--- src/rtl/ehsp_pkg.sv ---
/*
 holds shared constants of the serial command port.
 assumes both ends run on core_clk at 200 MHz with a synchronous active-low reset.
*/
package ehsp_pkg;
   localparam int EHSP_BYTE_W = 8;
   localparam int EHSP_CNT_W = 4;
   localparam logic [3:0] EHSP_LAST_BIT = 4'h7;
   localparam logic [3:0] EHSP_FLAG_BIT = 4'h8;
   localparam logic [3:0] EHSP_CNT_ZERO = 4'h0;
   localparam logic [3:0] EHSP_CNT_ONE = 4'h1;
   localparam logic [7:0] EHSP_BYTE_ZERO = 8'h00;
   localparam int EHSP_CLK_MHZ = 200;
   localparam int EHSP_SCL_HALF_NS = 250;
   localparam int EHSP_SCL_HALF_CYC = (EHSP_SCL_HALF_NS * EHSP_CLK_MHZ + 999) / 1000;
   localparam int EHSP_DIV_W = 8;
   localparam int EHSP_SYNC_W = 3;
   localparam logic [2:0] EHSP_SYNC_INIT = 3'h0;
   localparam logic [2:0] EHSP_SYNC_INIT_HI = 3'h7;
endpackage : ehsp_pkg

--- src/rtl/ehsp_if.sv ---
/*
 holds the pin-level link between host and display port.
 assumes the bench resolves the shared data wire from the two enables.
*/
`timescale 1ns/100ps
interface ehsp_if;
   logic scl;
   logic cs_n;
   logic dc;
   logic sda_host_o;
   logic sda_host_oe;
   logic sda_dev_o;
   logic sda_dev_oe;
   logic sda_i;
   logic bus_mode_strap;
   modport dev (
      input scl, cs_n, dc, sda_i, bus_mode_strap,
      output sda_dev_o, sda_dev_oe
   );
   modport host (
      input sda_i,
      output scl, cs_n, dc, sda_host_o, sda_host_oe, bus_mode_strap
   );
endinterface : ehsp_if

--- src/rtl/ehsp_dev.sv ---
/*
 holds the display-side serial port: byte receiver and read shifter.
 assumes pins from the host are asynchronous and sampled by core_clk.
*/
// Behaviour
// - strap low four-wire, high nine-bit three-wire
// - four-wire sample on rising edge, msb first
// - host holds dc steady over byte
// - four-wire dc low command, high data
// - traffic only while chip select low
// - four-wire host raises dc before read data
// - read bytes out on falling edges, msb first
// - read bytes until host raises chip select
// - three-wire dc pin tied low
// - three-wire nine bits, flag then byte
// - flag zero command, one data
// - three-wire read: cmd, flag one, data
`timescale 1ns/100ps
module ehsp_dev
   import ehsp_pkg::*;
(
   input wire logic core_clk,
   input wire logic rstn,
   ehsp_if.dev link,
   output logic rx_valid,
   output logic rx_is_data,
   output logic [EHSP_BYTE_W-1:0] rx_byte,
   output logic rd_req,
   output logic [EHSP_BYTE_W-1:0] rd_cmd,
   input wire logic [EHSP_BYTE_W-1:0] rd_data,
   input wire logic rd_is_reg,
   output logic rd_next
);
   typedef enum logic [3:0] {
      ST_IDLE = 4'h1,
      ST_RECV = 4'h2,
      ST_PEND = 4'h4,
      ST_SEND = 4'h8
   } ehsp_dev_st_e;

   // pin order inside the synchroniser bank
   localparam int PIN_N = 5;
   localparam int PIN_SCL = 0;
   localparam int PIN_CS = 1;
   localparam int PIN_SDA = 2;
   localparam int PIN_DC = 3;
   localparam int PIN_STRAP = 4;

   ehsp_dev_st_e st;
   ehsp_dev_st_e next_st;
   logic mode3;
   logic [EHSP_CNT_W-1:0] cnt;
   logic [EHSP_BYTE_W:0] shreg;
   logic [EHSP_BYTE_W-1:0] tx;
   logic sda_o;
   logic sda_oe;
   wire [PIN_N-1:0] pin_raw = {link.bus_mode_strap, link.dc, link.sda_i, link.cs_n, link.scl};
   wire [PIN_N-1:0] pin_now;
   wire [PIN_N-1:0] pin_was;

   // three stages per pin; the last two must agree before a change counts,
   // a cycle of latency traded for rejecting a single-sample glitch
   for (genvar g = 0; g < PIN_N; g++) begin : g_sync
      logic [EHSP_SYNC_W-1:0] stage;
      logic held;
      wire agree = (stage[2] == stage[1]);
      assign pin_now[g] = agree ? stage[1] : held;
      assign pin_was[g] = held;
      always_ff @(posedge core_clk) begin
         if (!rstn) begin
            // select idles high, so its bank starts high: no false frame
            stage <= (g == PIN_CS) ? EHSP_SYNC_INIT_HI : EHSP_SYNC_INIT;
            held <= (g == PIN_CS);
         end else begin
            stage <= {stage[1:0], pin_raw[g]};
            held <= pin_now[g];
         end
      end
   end

   wire scl_now = pin_now[PIN_SCL];
   wire scl_was = pin_was[PIN_SCL];
   wire sda_now = pin_now[PIN_SDA];
   wire dc_now = pin_now[PIN_DC];
   wire sel = ~pin_now[PIN_CS];
   wire rise = sel & scl_now & ~scl_was;
   wire fall = sel & ~scl_now & scl_was;
   wire in_recv = (st == ST_RECV);
   wire in_pend = (st == ST_PEND);
   wire in_send = (st == ST_SEND);
   wire [EHSP_CNT_W-1:0] last = mode3 ? EHSP_FLAG_BIT : EHSP_LAST_BIT;
   wire last_out = (cnt == EHSP_LAST_BIT);
   wire [EHSP_CNT_W-1:0] next_cnt = cnt + EHSP_CNT_ONE;
   wire done = rise & in_recv & (cnt == last);
   wire shift_in = rise & (in_recv | in_pend);
   wire [EHSP_BYTE_W:0] next_shreg = {shreg[EHSP_BYTE_W-1:0], sda_now};
   wire [EHSP_BYTE_W-1:0] got = next_shreg[EHSP_BYTE_W-1:0];
   // three-wire flag sits one place above the byte still shifting in
   wire is_data = mode3 ? shreg[EHSP_BYTE_W-1] : dc_now;
   wire is_rd_cmd = done & ~is_data & rd_is_reg;
   wire flag_one = rise & mode3 & sda_now;
   wire go_read = sel & in_pend & (mode3 ? flag_one : dc_now);
   wire send_fall = fall & in_send;
   // four-wire read has no flag clock, so its first bit leaves at once
   wire early_bit = go_read & ~mode3;
   wire load = go_read | (send_fall & last_out);

   always_comb begin
      next_st = st;
      unique case (st)
         ST_IDLE: next_st = ST_RECV;
         ST_RECV: if (is_rd_cmd) next_st = ST_PEND;
         ST_PEND: begin
            if (go_read) begin
               next_st = ST_SEND;
            end else if (rise) begin
               next_st = ST_RECV;
            end
         end
         ST_SEND: next_st = ST_SEND;
         default: next_st = ST_IDLE;
      endcase
      // a raised select ends any frame, even one cut short
      if (!sel) begin
         next_st = ST_IDLE;
      end
   end

   always_ff @(posedge core_clk) begin
      if (!rstn) begin
         st <= ST_IDLE;
         mode3 <= 1'b0;
      end else begin
         st <= next_st;
         // strap only taken between frames so a glitch cannot split a frame
         if (!sel) begin
            mode3 <= pin_now[PIN_STRAP];
         end
      end
   end

   always_ff @(posedge core_clk) begin
      if (!rstn) begin
         cnt <= EHSP_CNT_ZERO;
         shreg <= '0;
      end else if (!sel) begin
         cnt <= EHSP_CNT_ZERO;
      end else if (go_read) begin
         cnt <= early_bit ? EHSP_CNT_ONE : EHSP_CNT_ZERO;
      end else if (shift_in) begin
         shreg <= next_shreg;
         cnt <= done ? EHSP_CNT_ZERO : next_cnt;
      end else if (send_fall) begin
         cnt <= last_out ? EHSP_CNT_ZERO : next_cnt;
      end
   end

   always_ff @(posedge core_clk) begin
      if (!rstn) begin
         rx_valid <= 1'b0;
         rx_is_data <= 1'b0;
         rx_byte <= EHSP_BYTE_ZERO;
         rd_req <= 1'b0;
         rd_cmd <= EHSP_BYTE_ZERO;
      end else begin
         rx_valid <= done;
         rd_req <= is_rd_cmd;
         if (done) begin
            rx_is_data <= is_data;
            rx_byte <= got;
         end
         if (is_rd_cmd) begin
            rd_cmd <= got;
         end
      end
   end

   always_ff @(posedge core_clk) begin
      if (!rstn) begin
         tx <= EHSP_BYTE_ZERO;
         sda_o <= 1'b0;
         sda_oe <= 1'b0;
         rd_next <= 1'b0;
      end else begin
         rd_next <= load;
         if (!sel) begin
            sda_oe <= 1'b0;
         end else if (early_bit) begin
            sda_oe <= 1'b1;
            sda_o <= rd_data[EHSP_BYTE_W-1];
            tx <= {rd_data[EHSP_BYTE_W-2:0], 1'b0};
         end else if (go_read) begin
            tx <= rd_data;
         end else if (send_fall) begin
            sda_oe <= 1'b1;
            sda_o <= tx[EHSP_BYTE_W-1];
            // next byte is taken as the last bit of this one leaves
            tx <= last_out ? rd_data : {tx[EHSP_BYTE_W-2:0], 1'b0};
         end
      end
   end

   always_ff @(posedge core_clk) begin
      if (!rstn) begin
         link.sda_dev_o <= 1'b0;
         link.sda_dev_oe <= 1'b0;
      end else begin
         link.sda_dev_o <= sda_o;
         link.sda_dev_oe <= sda_oe & sel;
      end
   end
endmodule : ehsp_dev

--- src/flat_wrapper.sv ---
// flat-port wrapper written by rule: the top's interface ports become plain ports
module ehsp_dev_flat import ehsp_pkg::*;
  (core_clk, rstn, rx_valid, rx_is_data, rx_byte, rd_req, rd_cmd, rd_data, rd_is_reg, rd_next, link_scl, link_cs_n, link_dc, link_sda_i, link_bus_mode_strap, link_sda_dev_o, link_sda_dev_oe);
  ehsp_if link_i ();
  input wire logic core_clk;
  input wire logic rstn;
  output logic rx_valid;
  output logic rx_is_data;
  output logic [EHSP_BYTE_W-1:0] rx_byte;
  output logic rd_req;
  output logic [EHSP_BYTE_W-1:0] rd_cmd;
  input wire logic [EHSP_BYTE_W-1:0] rd_data;
  input wire logic rd_is_reg;
  output logic rd_next;
  input wire logic [$bits(link_i.scl)-1:0] link_scl;
  input wire logic [$bits(link_i.cs_n)-1:0] link_cs_n;
  input wire logic [$bits(link_i.dc)-1:0] link_dc;
  input wire logic [$bits(link_i.sda_i)-1:0] link_sda_i;
  input wire logic [$bits(link_i.bus_mode_strap)-1:0] link_bus_mode_strap;
  output wire logic [$bits(link_i.sda_dev_o)-1:0] link_sda_dev_o;
  output wire logic [$bits(link_i.sda_dev_oe)-1:0] link_sda_dev_oe;
  assign link_i.scl = link_scl;
  assign link_i.cs_n = link_cs_n;
  assign link_i.dc = link_dc;
  assign link_i.sda_i = link_sda_i;
  assign link_i.bus_mode_strap = link_bus_mode_strap;
  assign link_sda_dev_o = link_i.sda_dev_o;
  assign link_sda_dev_oe = link_i.sda_dev_oe;
  ehsp_dev u_core (.core_clk(core_clk), .rstn(rstn), .link(link_i), .rx_valid(rx_valid), .rx_is_data(rx_is_data), .rx_byte(rx_byte), .rd_req(rd_req), .rd_cmd(rd_cmd), .rd_data(rd_data), .rd_is_reg(rd_is_reg), .rd_next(rd_next));
endmodule
--- config.mk ---
export PLATFORM = sky130hd
export DESIGN_NAME = ehsp_dev_flat
export DESIGN_NICKNAME = d
export VERILOG_FILES = /design/src/rtl/ehsp_pkg.sv /design/src/rtl/ehsp_if.sv /design/src/rtl/ehsp_dev.sv /design/src/flat_wrapper.sv
export SDC_FILE = /design/constraint.sdc
export NUM_CORES = 1
export LEC_CHECK = 0
export BUFFER_PORTS_ARGS = -buffer_cell sky130_fd_sc_hd__buf_4
export CORE_MARGIN = 2
export CORE_UTILIZATION = 51
export DETAILED_ROUTE_END_ITERATION = 7
export PLACE_DENSITY = 0.79
export SLEW_MARGIN = 20
export SYNTH_ARGS = -nofsm -noshare
export SYNTH_HDL_FRONTEND = slang
export SYNTH_SLANG_ARGS = --single-unit
--- constraint.sdc ---
create_clock -name core_clk -period 1.97 [get_ports core_clk]
set_input_delay 0.2955 -clock core_clk [delete_from_list [all_inputs] [get_ports core_clk]]
set_output_delay 0.2955 -clock core_clk [all_outputs]
set_load 0.005 [all_outputs]
## Word level (Yosys, flattened, before mapping)

Cells that the tools add are included.

- Add/subtract/negate cells: 1
- Multiply operators: 0
- Div/mod/pow operators: 0
- $lt $le $gt $ge: 0
- Eq/ne operators: 14
- Shift operators: 0
- Multiplexer cells: 28
- Bitwise operators: 26
- Reductions and logical operators: 9

Operators by type and width:

| operator | number |
|---|---|
| $mux W4 | 9 |
| $mux W8 | 4 |
| $and A1 B1 Y1 | 17 |
| $pmux W4 S4 | 1 |
| $mux W1 | 14 |
| $eq A4 B3 Y1 const B | 2 |
| $not A1 Y1 | 7 |
| $reduce_and A2 Y1 | 3 |
| $reduce_and A3 Y1 | 2 |
| $reduce_bool A3 Y1 | 2 |
| $eq A1 B1 Y1 | 5 |
| $add A4 B1 Y4 const B | 1 |
| $eq A4 B1 Y1 const B | 1 |
| $eq A4 B2 Y1 const B | 1 |
| $eq A4 B4 Y1 | 1 |
| $eq A4 B4 Y1 const B | 1 |
| $ne A2 B2 Y1 const B | 2 |
| $ne A3 B2 Y1 const B | 1 |
| $or A1 B1 Y1 | 2 |
| $reduce_bool A2 Y1 | 1 |
| $reduce_or A2 Y1 | 1 |

- Register bits after elaboration: 69
- Latch bits: 0
- Memory bits (writable): 0
- ROM bits: 0
- Input port bits: 16
- Output and inout bits: 22
- Word-level logic and storage cells: 103
- Memories kept: 0

## Longest topological paths before layout

- Depth after elaboration: 12
- Gate-level depth with buffers: 8

## Worst setup path after synthesis

Ideal clock, no wire load.

- Kind: reg-to-reg
- Start point: reg u_core.st[0]
- End point: reg u_core.tx[1]
- Data arrival time: 2.024 ns
- Required time: 1.837 ns
- Path slack: -0.187 ns
- Cell stages (with the launch flop): 9
- Clock period less this slack: 2.157 ns
- Cell sequence: dfxtp_1 -> buf_6 -> or4b_1 -> or2_0 -> buf_6 -> or3_1 -> buf_2 -> a221oi_1 -> o31ai_1

- Cells in the longest elaborated chain, start to end: 6
- Elaborated cells on any way between the ends: 10
- Those cells by class: eq/ne: 2; mux: 2; bitwise: 4; reduce/logical: 2

RTL lines:

| element | line | source |
|---|---|---|
| start: declaration | ehsp_dev.sv:49 | `ehsp_dev_st_e st;` |
| start signal: assignment | ehsp_dev.sv:134 | `st <= next_st;` |
| $eq A4 B3 Y1 | ehsp_dev.sv:89 | `wire in_pend = (st == ST_PEND);` |
| $and A1 B1 Y1 (2 in a row) | ehsp_dev.sv:102 | `wire go_read = sel & in_pend & (mode3 ? flag_one : dc_now);` |
| $and A1 B1 Y1 | ehsp_dev.sv:105 | `wire early_bit = go_read & ~mode3;` |
| $reduce_bool A3 Y1 (no line) | -- |  |
| $reduce_and A2 Y1 (no line) | -- |  |
| end signal: assignment | ehsp_dev.sv:191 | `tx <= {rd_data[EHSP_BYTE_W-2:0], 1'b0};` |
| end signal: assignment | ehsp_dev.sv:193 | `tx <= rd_data;` |
| end signal: assignment | ehsp_dev.sv:198 | `tx <= last_out ? rd_data : {tx[EHSP_BYTE_W-2:0], 1'b0};` |
| end: declaration | ehsp_dev.sv:54 | `logic [EHSP_BYTE_W-1:0] tx;` |

Several ways; a longest one is shown, not always the timed one.
A chain may end at the register's enable or synchronous reset.

## Worst setup path after layout

- Start point: reg u_core.st[3]
- End point: reg u_core.tx[4]

The elaborated chain is that of the path after synthesis.

==> impl_metrics.tcl <==
set metrics [dict create \
    cap_violations 0 \
    routed_wirelength_um 6150 \
    final_common_cell "buf_4" \
    tritoncts "done" \
    violations "setup timing" \
    path_max_fanout 8 \
    clk_path_buf_depth 2 \
    worst_pin_slew_ns 0.511 \
    die_area_mm2 0.00612 \
    grt_usage 0.214 \
    post-route-cell-area_mm2 0.00373 \
    drc_errors 0 \
    hold_end "u_core.g_sync[1].stage[0]" \
    critPathTopFamily "simple AND/OR/NAND/NOR gates" \
    grt_pass1_vias 2121 \
    fin_setup_tns_ns -0.467 \
    worstPathRequired_ns 2.23 \
    avgSynthCellArea_um2 9.60 \
    rows 27 \
    hold_viol_final 0 \
    die_h_um 78.2 \
    wl_met3_um 331 \
    synthArstFlopShare 0 \
    synthMuxAreaShare 0.0570 \
    post-route-worst-setup-slack_ns -0.0909 \
    outcome "finished with violations" \
    worst-path-buf-inv 3 \
    synth_simple_gate_area_frac 0.251 \
    num_vias 2353 \
    synthesis.nets 310 \
    synth-xor-area-share 0.00623 \
    drt_first_pass_iters 4 \
    rr_startpoint "u_core.st[3]" \
    synth_compound_area_frac 0.149 \
    synth_ff_type "dfxtp_1" \
    die_w_um 78.2 \
    htreeDepth 3 \
    synth_top_family_by_area "simple AND/OR/NAND/NOR gates" \
    critPathLaunchType "flip-flop" \
    ant_nets 0 \
    io_pins 38 \
    hold_class "in -> reg" \
    antennaDiodeCount 0 \
    top_layer_used "met4" \
    grt_antenna_before_repair 0 \
    reg2reg_to "u_core.tx[4]" \
    powerDensity_mw_per_mm2 674 \
    hold_start "link_cs_n" \
    layout.nets 380 \
    place_ws_ns -0.148 \
    cts-root-buf "clkbuf_8" \
    worstSetupPathType "reg -> reg" \
    cp-end-kind "flip-flop" \
    slowest_delay_ns 0.53 \
    synth-edff-count 0 \
    synth_seq_cells 69 \
    area_delta_synth_final_pct 32.7 \
    hpwl_um 4130 \
    maxSlewViolCount 0 \
    cts_made_buffers 9 \
    grt_remaining_overflow 0 \
    synth_fa_ha_area_frac 0.0156 \
    clk_latency_ns 0.35 \
    gp_congestion 0.881 \
    core-area_mm2 0.00541 \
    ir_worst_vdd_uv 814 \
    wl_per_cell_um 14.0 \
    fin_crit_ns 2.06 \
    crit_path_cell_trace "or4b_4 -> or2_4 -> buf_8 -> o31ai_4 -> buf_12 -> buf_4 -> a221oi_2 -> o31ai_1" \
    slowest_stage "or4b_4" \
    cts_sinks 69 \
    clkTransAtPathRegs_ns 0.07 \
    crit_start "u_core.st[3]" \
    yosysSeqAreaShare 0.491 \
    synth_cell_types 52 \
    mostFrequentLayoutCells "buf_4, dfxtp_1, nand2_1" \
    max_freq_ghz 0.485 \
    r2r_slack_ns -0.09 \
    hold_path_depth 2 \
    grt_pass1_wl_um 10100 \
    slew_headroom 0.658 \
    met1_length_um 2840 \
    syn-instance-count 293 \
    syn-cell-area_mm2 0.00281 \
    first_iter_violations 80 \
    p_leak_nw 1.58 \
    io_buffer_count 37 \
    arrival_ns 2.32 \
    yosysWarningCount 0 \
    dpl_cell_area_mm2 0.00343 \
    initial_core_util 0.520 \
    reg2reg_depth 8 \
    rsz0062_at_grt "true" \
    drive_gt1_frac 0.326 \
    finalCritPeriodShare 1.05 \
    grt_max_degree 48 \
    fin_skew_ns 0.00952 \
    p_total_mw 2.51 \
    viasPerCell 5.35 \
    finalSetupViolations 12 \
    met2WireLength_um 2870 \
]
area by class of cell:
type | count | area (um2)
fill | 410 | 1670
timing repair buffer | 73 | 592
clock buffer | 11 | 141
inverter | 4 | 15.0
tap | 72 | 90.1
sequential | 69 | 1380
multi-input combinational | 206 | 1470
clock inverter | 5 | 36.3
worst max path at each step:
stage	to	slack (ns)	depth (start not counted)
6_report	u_core.tx[4]	-0.09	8
5_1_grt	u_core.tx[6]	-0.18	7
4_1_cts	u_core.tx[1]	-0.08	7
3_5_place_dp	u_core.tx[6]	-0.15	5
3_3_place_gp	u_core.tx[6]	-0.07	5
2_1_floorplan	u_core.tx[6]	-0.18	8
logic make-up (layout without fill, tap and decap cells):
group,count (synthesis),in the layout
fa+ha+maj,4,4
compound gates,57,57
buf+inv,18,93
xor+xnor,2,2
flops,69,69
mux,16,16
simple gates,127,127
flip-flops by register name (all words and copies together), names as in the netlist, 4 cells and up:
register and cells:
u_core.cnt 4, u_core.g_sync.held 5, u_core.g_sync.stage 15, u_core.rd_cmd 8, u_core.rx_byte 8, u_core.shreg 8
u_core.st 4, u_core.tx 8
cells in the mapped netlist, types with 2 or more instances:
master    instances  area (um2)
dfxtp_1          69        1380
nand2_1          33         124
and2_1           23         144
nor2_1           22        82.6
mux2i_1          16         160
nor2b_1          16         100
a21boi_0          9        67.6
a21oi_1           9        45.0
clkbuf_1          9        33.8
o21ai_0           9        45.0
a221oi_1          8        70.1
o31ai_1           7        52.6
nand2b_1          5        31.3
inv_1             4        15.0
nand3_1           4        20.0
buf_2             3        15.0
o211a_1           3        30.0
and3_1            2        12.5
buf_6             2        22.5
maj3_1            2        20.0
nand3b_1          2        15.0
nand4b_1          2        17.5
nor3b_1           2        15.0
or2_2             2        12.5
or3_1             2        12.5
or4_1             2        15.0
stage by stage:
stage,hold WS (ns),util,instances
after global routing,0.120,0.690,440
after floorplan,0.386,-,293
after detailed placement,0.401,0.635,419
final,0.137,0.690,440
after CTS,0.116,0.674,435
after global placement,0.391,0.635,419
repair_timing:
item	CTS	global route
endpoints found under the setup margin	15	39
hold buffers	0	0
setup buffers	0	5
gates resized for setup	11	13
pin swaps	2	13
power by group:
group          internal (mW)  total [mW]  switching, mW
Combinational         0.0384      0.0693         0.0309
Clock                  0.493        1.03          0.541
Sequential              1.41        1.41        0.00446
Total                   1.94        2.51          0.577
metal layers:
layer / GRT usage / vias to the layer above
met5: 0 / -
met4: 0.0825 / 0
met3: 0.0782 / 9
met2: 0.332 / 69
met1: 0.273 / 1107
li1: - / 1168
No activity file was read; power rests on OpenSTA's default activity.
